===== src/hdl/rss_consts.vh =====
`ifndef RSS_CONSTS_VH
`define RSS_CONSTS_VH
// ************************************************************
// bus addresses
// ************************************************************
`define RSS_CTRL_ADDR 7'h6F
`define RSS_NV_ADDR 7'h57
// ************************************************************
// address map
// ************************************************************
`define RSS_REG_FIRST 8'h00
`define RSS_REG_LAST 8'h1F
`define RSS_SRAM_FIRST 8'h20
`define RSS_SRAM_LAST 8'h5F
`define RSS_NV_FIRST 8'hF0
`define RSS_NV_LAST 8'hF7
`define RSS_DAY_OF_WEEK_FIELD_ADDR 8'h03
`define RSS_DN_MIN_ADDR 8'h18
`define RSS_DN_HOUR_ADDR 8'h19
`define RSS_DN_DATE_ADDR 8'h1A
`define RSS_DN_MTH_ADDR 8'h1B
`define RSS_UP_MIN_ADDR 8'h1C
`define RSS_UP_HOUR_ADDR 8'h1D
`define RSS_UP_DATE_ADDR 8'h1E
`define RSS_UP_MTH_ADDR 8'h1F
// ************************************************************
// field masks and positions
// ************************************************************
`define RSS_MIN_MASK 8'h7F
`define RSS_HOUR_MASK 8'h7F
`define RSS_DATE_MASK 8'h3F
`define RSS_MTH_MASK 8'hFF
`define RSS_DAY_OF_WEEK_FIELD_MASK 8'h3F
`define RSS_OSC_BIT 5
`define RSS_FAIL_BIT 4
`define RSS_VBAT_BIT 3
`define RSS_ZERO8 8'h00
`define RSS_BIT_LAST 3'h7
`endif


===== src/hdl/rss_sync.v =====
`timescale 1ns/100ps
// ************************************************************
// two-stage synchroniser with edge detect on the second stage
// ************************************************************
module rss_sync (
  // clock and reset
  input wire clk,
  input wire reset_n,
  // pin level
  input wire pin_in,
  // synchronised level and edges
  output reg level,
  output wire rise,
  output wire fall
);
  reg meta;
  reg level_d;
  always @(posedge clk or negedge reset_n) begin
    if (!reset_n) begin
      meta <= 1'b1;
      level <= 1'b1;
      level_d <= 1'b1;
    end else begin
      meta <= pin_in;
      level <= meta;
      level_d <= level;
    end
  end
  assign rise = level & ~level_d;
  assign fall = ~level & level_d;
endmodule


===== src/hdl/rss_target.v =====
`timescale 1ns/100ps
`include "rss_consts.vh"
module rss_target #(
  parameter SRAM_DEPTH = 64
) (
  // clock and reset
  input wire clk,
  input wire reset_n,
  // two-wire bus
  input wire scl_in,
  input wire sda_in,
  output wire sda_out,
  output wire sda_oe,
  // supply state
  input wire on_backup,
  input wire osc_running,
  // clock-calendar time for stamps
  input wire [7:0] time_minutes,
  input wire [7:0] time_hours,
  input wire [7:0] time_date,
  input wire [7:0] time_month,
  // nonvolatile block read data
  input wire [7:0] nv_rdata,
  // register window to the clock-calendar core
  output reg [7:0] core_addr,
  output reg [7:0] core_wdata,
  output reg core_we,
  input wire [7:0] core_rdata,
  // configuration state
  output wire backup_supply_enable,
  output wire power_loss_flag
);
  localparam ST_IDLE = 3'd0, ST_ADDR = 3'd1, ST_WORD = 3'd2, ST_DATA = 3'd3;
  localparam ST_READ = 3'd4, ST_RACK = 3'd5, ST_ACK = 3'd6;

  // ************************************************************
  // helper functions
  // ************************************************************
  function [7:0] next_ptr;
    input [7:0] a;
    begin
      if (a == `RSS_REG_LAST)
        next_ptr = `RSS_REG_FIRST;
      else if (a == `RSS_SRAM_LAST)
        next_ptr = `RSS_SRAM_FIRST;
      else if (a == `RSS_NV_LAST)
        next_ptr = `RSS_NV_FIRST;
      else
        next_ptr = a + 8'h01;
    end
  endfunction

  function in_sram;
    input [7:0] a;
    begin
      in_sram = (a >= `RSS_SRAM_FIRST) && (a <= `RSS_SRAM_LAST);
    end
  endfunction

  // ************************************************************
  // pin sampling
  // ************************************************************
  wire scl, scl_rise, scl_fall;
  wire sda, sda_rise, sda_fall;
  rss_sync u_scl (
    .clk(clk),
    .reset_n(reset_n),
    .pin_in(scl_in),
    .level(scl),
    .rise(scl_rise),
    .fall(scl_fall)
  );
  rss_sync u_sda (
    .clk(clk),
    .reset_n(reset_n),
    .pin_in(sda_in),
    .level(sda),
    .rise(sda_rise),
    .fall(sda_fall)
  );
  wire start_det = sda_fall & scl;
  wire stop_det = sda_rise & scl;

  // ************************************************************
  // storage
  // ************************************************************
  reg [7:0] sram [0:SRAM_DEPTH-1];
  reg [7:0] dn_min, dn_hour, dn_date, dn_mth;
  reg [7:0] up_min, up_hour, up_date, up_mth;
  reg [7:0] day_of_week_field;
  reg backup_d;

  // ************************************************************
  // protocol state
  // ************************************************************
  reg [2:0] state, after_ack, bit_cnt;
  reg [7:0] shift, ptr;
  reg nv_sel, drive_low, ack_pending, wr_pending;

  wire [7:0] dev_byte = {shift[6:0], sda};
  wire sram_hit = in_sram(ptr);
  wire [7:0] sram_off = ptr - `RSS_SRAM_FIRST;
  wire [5:0] sram_idx = sram_off[5:0];

  // read mux, unimplemented bits masked to zero
  reg [7:0] rd_byte;
  always @* begin
    rd_byte = `RSS_ZERO8;
    if (nv_sel)
      rd_byte = nv_rdata;
    else if (sram_hit)
      rd_byte = sram[sram_idx];
    else begin
      case (ptr)
        `RSS_DAY_OF_WEEK_FIELD_ADDR: rd_byte = day_of_week_field & `RSS_DAY_OF_WEEK_FIELD_MASK;
        `RSS_DN_MIN_ADDR: rd_byte = dn_min & `RSS_MIN_MASK;
        `RSS_DN_HOUR_ADDR: rd_byte = dn_hour & `RSS_HOUR_MASK;
        `RSS_DN_DATE_ADDR: rd_byte = dn_date & `RSS_DATE_MASK;
        `RSS_DN_MTH_ADDR: rd_byte = dn_mth;
        `RSS_UP_MIN_ADDR: rd_byte = up_min & `RSS_MIN_MASK;
        `RSS_UP_HOUR_ADDR: rd_byte = up_hour & `RSS_HOUR_MASK;
        `RSS_UP_DATE_ADDR: rd_byte = up_date & `RSS_DATE_MASK;
        `RSS_UP_MTH_ADDR: rd_byte = up_mth;
        default: rd_byte = core_rdata;
      endcase
    end
  end

  wire wk_write = wr_pending && !nv_sel && (ptr == `RSS_DAY_OF_WEEK_FIELD_ADDR);
  wire fail_clear = wk_write && !core_wdata[`RSS_FAIL_BIT];

  // ************************************************************
  // bus state machine
  // ************************************************************
  always @(posedge clk or negedge reset_n) begin
    if (!reset_n) begin
      state <= ST_IDLE;
      after_ack <= ST_IDLE;
      bit_cnt <= 3'd0;
      shift <= `RSS_ZERO8;
      ptr <= `RSS_REG_FIRST;
      nv_sel <= 1'b0;
      drive_low <= 1'b0;
      ack_pending <= 1'b0;
      wr_pending <= 1'b0;
      core_addr <= `RSS_ZERO8;
      core_wdata <= `RSS_ZERO8;
      core_we <= 1'b0;
    end else begin
      core_we <= 1'b0;
      wr_pending <= 1'b0;
      if (wr_pending) begin
        ptr <= next_ptr(ptr);
      end
      if (start_det) begin
        state <= ST_ADDR;
        bit_cnt <= 3'd0;
        drive_low <= 1'b0;
        ack_pending <= 1'b0;
      end else if (stop_det) begin
        state <= ST_IDLE;
        drive_low <= 1'b0;
        ack_pending <= 1'b0;
      end else begin
        case (state)
          ST_IDLE: begin
            drive_low <= 1'b0;
          end
          ST_ADDR, ST_WORD, ST_DATA: begin
            if (scl_rise) begin
              shift <= dev_byte;
              bit_cnt <= bit_cnt + 3'd1;
              if (bit_cnt == `RSS_BIT_LAST) begin
                ack_pending <= 1'b1;
                if (state == ST_ADDR) begin
                  if (dev_byte[7:1] == `RSS_CTRL_ADDR && !on_backup) begin
                    nv_sel <= 1'b0;
                    after_ack <= dev_byte[0] ? ST_READ : ST_WORD;
                  end else if (dev_byte[7:1] == `RSS_NV_ADDR && !on_backup) begin
                    nv_sel <= 1'b1;
                    after_ack <= dev_byte[0] ? ST_READ : ST_WORD;
                  end else begin
                    ack_pending <= 1'b0;
                    state <= ST_IDLE;
                  end
                end else if (state == ST_WORD) begin
                  if (!nv_sel && dev_byte > `RSS_SRAM_LAST) begin
                    ack_pending <= 1'b0;
                    state <= ST_IDLE;
                  end else begin
                    ptr <= dev_byte;
                    after_ack <= ST_DATA;
                  end
                end else begin
                  if (nv_sel) begin
                    after_ack <= ST_DATA;
                  end else begin
                    core_addr <= ptr;
                    core_wdata <= dev_byte;
                    core_we <= !sram_hit;
                    wr_pending <= 1'b1;
                    after_ack <= ST_DATA;
                  end
                end
              end
            end else if (scl_fall && ack_pending) begin
              drive_low <= 1'b1;
              ack_pending <= 1'b0;
              state <= ST_ACK;
              bit_cnt <= 3'd0;
            end
          end
          ST_ACK: begin
            if (scl_fall) begin
              drive_low <= 1'b0;
              state <= after_ack;
              if (after_ack == ST_READ) begin
                shift <= rd_byte;
                drive_low <= ~rd_byte[7];
                bit_cnt <= 3'd0;
              end
            end
          end
          ST_READ: begin
            if (scl_fall) begin
              bit_cnt <= bit_cnt + 3'd1;
              if (bit_cnt == `RSS_BIT_LAST) begin
                drive_low <= 1'b0;
                ptr <= next_ptr(ptr);
                state <= ST_RACK;
              end else begin
                shift <= {shift[6:0], 1'b0};
                drive_low <= ~shift[6];
              end
            end
          end
          ST_RACK: begin
            if (scl_rise) begin
              if (sda)
                state <= ST_IDLE;
              else
                after_ack <= ST_READ;
            end else if (scl_fall && after_ack == ST_READ) begin
              shift <= rd_byte;
              drive_low <= ~rd_byte[7];
              bit_cnt <= 3'd0;
              state <= ST_READ;
              after_ack <= ST_IDLE;
            end
          end
          default: state <= ST_IDLE;
        endcase
      end
    end
  end

  // ************************************************************
  // sram write port, no reset so contents survive
  // ************************************************************
  always @(posedge clk) begin
    if (wr_pending && !nv_sel && sram_hit)
      sram[sram_idx] <= core_wdata;
  end

  // ************************************************************
  // stamps, weekday register and power-fail logging
  // ************************************************************
  wire to_backup = on_backup & ~backup_d;
  wire from_backup = ~on_backup & backup_d;
  wire log_ok = ~day_of_week_field[`RSS_FAIL_BIT] & day_of_week_field[`RSS_VBAT_BIT];
  wire st_write = wr_pending && !nv_sel;

  always @(posedge clk or negedge reset_n) begin
    if (!reset_n) begin
      backup_d <= 1'b0;
      day_of_week_field <= `RSS_ZERO8;
      dn_min <= `RSS_ZERO8;
      dn_hour <= `RSS_ZERO8;
      dn_date <= `RSS_ZERO8;
      dn_mth <= `RSS_ZERO8;
      up_min <= `RSS_ZERO8;
      up_hour <= `RSS_ZERO8;
      up_date <= `RSS_ZERO8;
      up_mth <= `RSS_ZERO8;
    end else begin
      backup_d <= on_backup;
      day_of_week_field[`RSS_OSC_BIT] <= osc_running;
      if (wk_write)
        day_of_week_field[3:0] <= core_wdata[3:0];
      if (fail_clear && !(to_backup && log_ok) && !(from_backup && day_of_week_field[`RSS_VBAT_BIT]))
        day_of_week_field[`RSS_FAIL_BIT] <= 1'b0;
      if (st_write) begin
        case (ptr)
          `RSS_DN_MIN_ADDR: dn_min <= core_wdata & `RSS_MIN_MASK;
          `RSS_DN_HOUR_ADDR: dn_hour <= core_wdata & `RSS_HOUR_MASK;
          `RSS_DN_DATE_ADDR: dn_date <= core_wdata & `RSS_DATE_MASK;
          `RSS_DN_MTH_ADDR: dn_mth <= core_wdata & `RSS_MTH_MASK;
          `RSS_UP_MIN_ADDR: up_min <= core_wdata & `RSS_MIN_MASK;
          `RSS_UP_HOUR_ADDR: up_hour <= core_wdata & `RSS_HOUR_MASK;
          `RSS_UP_DATE_ADDR: up_date <= core_wdata & `RSS_DATE_MASK;
          `RSS_UP_MTH_ADDR: up_mth <= core_wdata & `RSS_MTH_MASK;
          default: ;
        endcase
      end
      if (fail_clear) begin
        dn_min <= `RSS_ZERO8;
        dn_hour <= `RSS_ZERO8;
        dn_date <= `RSS_ZERO8;
        dn_mth <= `RSS_ZERO8;
        up_min <= `RSS_ZERO8;
        up_hour <= `RSS_ZERO8;
        up_date <= `RSS_ZERO8;
        up_mth <= `RSS_ZERO8;
      end
      if (to_backup && log_ok) begin
        dn_min <= time_minutes & `RSS_MIN_MASK;
        dn_hour <= time_hours & `RSS_HOUR_MASK;
        dn_date <= time_date & `RSS_DATE_MASK;
        dn_mth <= time_month;
        day_of_week_field[`RSS_FAIL_BIT] <= 1'b1;
      end
      if (from_backup && day_of_week_field[`RSS_VBAT_BIT]) begin
        up_min <= time_minutes & `RSS_MIN_MASK;
        up_hour <= time_hours & `RSS_HOUR_MASK;
        up_date <= time_date & `RSS_DATE_MASK;
        up_mth <= time_month;
        day_of_week_field[`RSS_FAIL_BIT] <= 1'b1;
      end
    end
  end

  // ************************************************************
  // outputs
  // ************************************************************
  assign sda_out = 1'b0;
  assign sda_oe = drive_low;
  assign backup_supply_enable = day_of_week_field[`RSS_VBAT_BIT];
  assign power_loss_flag = day_of_week_field[`RSS_FAIL_BIT];
endmodule


===== config.mk =====
export PLATFORM = sky130hd
export DESIGN_NAME = rss_target
export DESIGN_NICKNAME = d
export VERILOG_FILES = /design/src/hdl/rss_sync.v /design/src/hdl/rss_target.v
export VERILOG_INCLUDE_DIRS = /design/src /design/src/hdl
export SDC_FILE = /design/constraint.sdc
export NUM_CORES = 1
export LEC_CHECK = 0
export BUFFER_PORTS_ARGS = -buffer_cell sky130_fd_sc_hd__buf_2
export CORE_UTILIZATION = 49
export CTS_CLUSTER_SIZE = 40
export DETAILED_ROUTE_END_ITERATION = 12
export PLACE_DENSITY = 0.64
export RECOVER_POWER = 100
export REMOVE_ABC_BUFFERS = 1
export SETUP_SLACK_MARGIN = 0.5
export SYNTH_ARGS = -nofsm -noshare
export SYNTH_HDL_FRONTEND = slang
export SYNTH_SLANG_ARGS = --single-unit

===== constraint.sdc =====
create_clock -name clk -period 3.9 [get_ports clk]
set_input_delay 0.195 -clock clk [delete_from_list [all_inputs] [get_ports clk]]
set_output_delay 0.195 -clock clk [all_outputs]
set_load 0.02 [all_outputs]

==> run_summary.xml <==
<?xml version="1.0" encoding="UTF-8"?>
<metrics>
  <group name="floorplan">
    <metric name="die_height" unit="um">235</metric>
    <metric name="boundaryPins" unit="">75</metric>
    <metric name="initial_core_util" unit="">0.495</metric>
    <metric name="row_count" unit="">85</metric>
    <metric name="chipWidth" unit="um">235</metric>
    <metric name="design.die.area" unit="mm^2">0.0552</metric>
    <metric name="placeableCoreArea" unit="mm^2">0.0537</metric>
  </group>
  <group name="sta">
    <metric name="rsz0062_at_grt" unit="">false</metric>
    <metric name="report.final.hold_viol_count" unit="">0</metric>
    <metric name="timing_max_transition_violations_final" unit="">250</metric>
    <metric name="finalSetupViolations" unit="">0</metric>
    <metric name="slew_headroom" unit="">-0.627</metric>
    <metric name="layout_worst_path_cycle_share" unit="">0.894</metric>
    <metric name="post_layout_min_period" unit="ns">3.48</metric>
    <metric name="fmax" unit="MHz">287</metric>
    <metric name="final.setup_skew" unit="ns">0.0285</metric>
    <metric name="tightestPinTransition" unit="ns">2.44</metric>
  </group>
  <group name="placement">
    <metric name="area_after_dpl" unit="mm^2">0.0285</metric>
    <metric name="gp_congestion" unit="">0.957</metric>
    <metric name="numPlacedInstances" unit="">2710</metric>
    <metric name="dp.final_hpwl" unit="mm">51.1</metric>
    <metric name="port-buffer-count" unit="">69</metric>
  </group>
  <group name="critical_path">
    <metric name="critical-path-max-stage-delay" unit="ns">1.80</metric>
    <metric name="endpoint_kind" unit="">flip-flop</metric>
    <metric name="cpLargestDelayFamily" unit="">buffers and inverters</metric>
    <metric name="worstSetupPathType" unit="">reg2reg</metric>
    <metric name="cp_cell_instances" unit="">clkbuf_1</metric>
    <metric name="crit_path_max_fanout" unit="">45</metric>
    <metric name="critical_path_buffer_and_inverter_count" unit="">1</metric>
    <metric name="worst_setup_path_start_kind" unit="">flip-flop</metric>
    <metric name="timing.critical_path.slowest_stage_cell" unit="">sky130_fd_sc_hd__clkbuf_1</metric>
    <metric name="timing.critical_path.arrival" unit="ns">3.52</metric>
    <metric name="crit_required" unit="ns">3.93</metric>
  </group>
  <group name="clock_tree">
    <metric name="postCtsSetupBuffers" unit="">0</metric>
    <metric name="clkSlewWorstSetupHoldPaths" unit="ns">0.06</metric>
    <metric name="cts.repair.resized" unit="">0</metric>
    <metric name="cts_tree" unit="">built</metric>
    <metric name="cts_max_path_buffers" unit="">3</metric>
    <metric name="postCtsHoldBufs" unit="">33</metric>
    <metric name="tritoncts_buffers" unit="">66</metric>
    <metric name="clock_tree.htree_level_count" unit="">3</metric>
    <metric name="cts.root.buffer_cell" unit="">sky130_fd_sc_hd__clkbuf_16</metric>
    <metric name="clkLatencyLatePin" unit="ns">0.61</metric>
    <metric name="cts.sink_count" unit="">626</metric>
  </group>
  <group name="grt">
    <metric name="antenna_found_initial" unit="">0</metric>
    <metric name="grt_use_total" unit="">0.289</metric>
    <metric name="grt_first_pass_wirelength" unit="mm">118</metric>
    <metric name="grt_overflow_total" unit="">0</metric>
    <metric name="vias_in_the_first_global_route" unit="">18200</metric>
    <metric name="grt_start_max_net_pins" unit="">64</metric>
  </group>
  <group name="routing">
    <metric name="vias" unit="">18400</metric>
    <metric name="detail_route.iter0.violations" unit="">2320</metric>
    <metric name="detail_route.first_pass.iterations" unit="">7</metric>
    <metric name="drt-wirelength-per-cell" unit="um">27.7</metric>
    <metric name="drtAntennaViolNets" unit="">0</metric>
    <metric name="drc_errors_left" unit="">0</metric>
    <metric name="drt-vias-per-instance" unit="">6.42</metric>
    <metric name="route.final.wire_length" unit="mm">79.1</metric>
  </group>
  <group name="synth">
    <metric name="synth_area_leader_cell" unit="">sky130_fd_sc_hd__edfxtp_1</metric>
    <metric name="synth-warning-count" unit="">0</metric>
    <metric name="number_of_flops_mapped_to_enable_cells_by_yosys" unit="">512</metric>
    <metric name="ys_top_cells_by_count" unit="">512 x sky130_fd_sc_hd__edfxtp_1, 183 x sky130_fd_sc_hd__nor2_1, 161 x sky130_fd_sc_hd__a21oi_1</metric>
    <metric name="synth.area.top_cells" unit="">sky130_fd_sc_hd__edfxtp_1 58%, sky130_fd_sc_hd__dfrtp_1 10%, sky130_fd_sc_hd__mux4_2 3.6%</metric>
    <metric name="postSynthAreaPerCell" unit="um^2">13.9</metric>
    <metric name="share_of_flip_flops_with_an_asynchronous_set_or_reset_after_synthesis" unit="">0.182</metric>
    <metric name="syn-instance-count" unit="">1911</metric>
    <metric name="post_synth_num_cell_types" unit="">89</metric>
    <metric name="commonest_register_cell_after_synthesis" unit="">sky130_fd_sc_hd__edfxtp_1</metric>
    <metric name="synthMostInstantiatedCell" unit="">sky130_fd_sc_hd__edfxtp_1</metric>
    <metric name="ys_seq_elements" unit="">626</metric>
    <metric name="synth-seq-area-share" unit="">0.686</metric>
    <metric name="synth.top_cell.area_share" unit="">0.578</metric>
    <metric name="syn_area" unit="mm^2">0.0266</metric>
  </group>
  <group name="cells_and_area">
    <metric name="layout.nets" unit="">2176</metric>
    <metric name="area_growth_syn_to_layout" unit="%">15.2</metric>
    <metric name="fillCellCount" unit="">4268</metric>
    <metric name="post-route-util" unit="">0.570</metric>
    <metric name="multi_input_area" unit="mm^2">0.00773</metric>
    <metric name="sequential_cell_area" unit="mm^2">0.0182</metric>
    <metric name="post_layout_nonfiller_instances" unit="">2859</metric>
    <metric name="final_cell_area" unit="mm^2">0.0306</metric>
    <metric name="drive_gt1_frac" unit="">0.140</metric>
  </group>
  <group name="status">
    <metric name="outcome" unit="">finished with violations</metric>
    <metric name="violations" unit="">capacitance limit, slew limit</metric>
  </group>
  <group name="power">
    <metric name="report.power.total" unit="uW">14600</metric>
    <metric name="cellPowerDensity" unit="mW/mm^2">477</metric>
    <metric name="p_leak" unit="uW">0.0118</metric>
    <metric name="worst_ir_drop_vdd" unit="mV">0.377</metric>
  </group>
  <group name="run">
    <metric name="timing.max_cap.violations" unit="">7</metric>
  </group>
  <group name="min_path">
    <metric name="timing.hold.worst.class" unit="">in2reg</metric>
  </group>
</metrics>
layout make-up:
| cell class | count | area share |
|---|---|---|
| clock buffer | 83 | 0.0584 |
| inverter | 15 | 0.00184 |
| clock inverter | 32 | 0.0110 |
| antenna | 1 | 0.0000817 |
| multi-input combinational | 1139 | 0.252 |
| tap | 696 | 0.0284 |
| sequential | 626 | 0.596 |
| timing repair buffer | 267 | 0.0521 |
registers in the layout, summed over array words and instances (netlist names), 8 cells and up:
signal	cells
up_mth	8
core_addr	8
sram	512
dn_mth	8
ptr	8
core_wdata	8
logic make-up after synthesis:
kind of cell | count (synthesis) | share of synthesized area
compound gates | 530 | 0.129
xor+xnor | 5 | 0.00165
fa+ha+maj | 7 | 0.00329
buf+inv | 146 | 0.0238
flops | 626 | 0.686
mux | 138 | 0.0747
other cells | 1 | 0.000141
simple gates | 458 | 0.0817
stage by stage:
| stage | hold slack, ns | worst slack, ns | setup TNS, ns |
|---|---|---|---|
| 6_report | 0.113 | 0.415 | 0 |
| 5_1_grt | 0.117 | 0.359 | 0 |
| 4_1_cts | 0.0717 | 0.658 | 0 |
| 3_5_place_dp | 0.302 | 0.676 | 0 |
| 3_3_place_gp | 0.305 | 0.677 | 0 |
| 2_1_floorplan | -0.101 | -2.50 | -670.96 |
path summary, 6_finish.rpt:
path / slack, ns / end / cells past startpoint / from
worst max-delay path: 0.42 / sram[22][4] / 1 / core_wdata[4]
worst min-delay path: 0.11 / shift[5] / 5 / core_rdata[5]
worst max register to register: 0.42 / sram[22][4] / 1 / core_wdata[4]
worst min register to register: 0.36 / u_sda.level / 0 / u_sda.meta
min in group asynchronous: 0.58 / up_min[3] / 2 / reset_n
max in group asynchronous: 1.15 / bit_cnt[0] / 3 / reset_n
metal layers:
layer,global-route usage,share of wire
met1,0.398,0.40
met2,0.455,0.46
met3,0.0527,0.092
met4,0.117,0.043
met5,0,0
report_power, final:
group	total (uW)	leakage (uW)	internal (uW)	switching, uW
combinational	915	0.00331	351	564
sequential	7420	0.00744	7240	187
clock	6260	0.00103	3700	2550
cell usage in the layout (no fill, tap or decap), types with 16 or more instances in the layout:
master | netlist | final
sky130_fd_sc_hd__dlygate4sd3_1 | 0 | 33
sky130_fd_sc_hd__a22oi_1 | 23 | 23
sky130_fd_sc_hd__nand2_1 | 108 | 108
sky130_fd_sc_hd__o221ai_1 | 36 | 36
sky130_fd_sc_hd__o22ai_1 | 65 | 65
sky130_fd_sc_hd__a221oi_1 | 33 | 33
sky130_fd_sc_hd__clkinv_1 | 0 | 16
sky130_fd_sc_hd__edfxtp_1 | 512 | 512
sky130_fd_sc_hd__o21ai_1 | 45 | 21
sky130_fd_sc_hd__clkbuf_16 | 0 | 68
sky130_fd_sc_hd__o21ai_0 | 51 | 75
sky130_fd_sc_hd__mux2_1 | 48 | 48
sky130_fd_sc_hd__mux4_2 | 42 | 42
sky130_fd_sc_hd__clkbuf_1 | 77 | 114
sky130_fd_sc_hd__nor2_1 | 183 | 182
sky130_fd_sc_hd__a21oi_1 | 161 | 161
sky130_fd_sc_hd__buf_2 | 40 | 46
sky130_fd_sc_hd__nor2b_1 | 19 | 19
sky130_fd_sc_hd__a31oi_1 | 18 | 18
sky130_fd_sc_hd__mux2i_1 | 32 | 32
sky130_fd_sc_hd__mux2_2 | 16 | 16
sky130_fd_sc_hd__buf_4 | 9 | 83
sky130_fd_sc_hd__dfrtp_1 | 108 | 105
sky130_fd_sc_hd__nand3_1 | 39 | 39
sky130_fd_sc_hd__and2_1 | 19 | 16
Note: power is estimated with default switching activity, not from simulation.
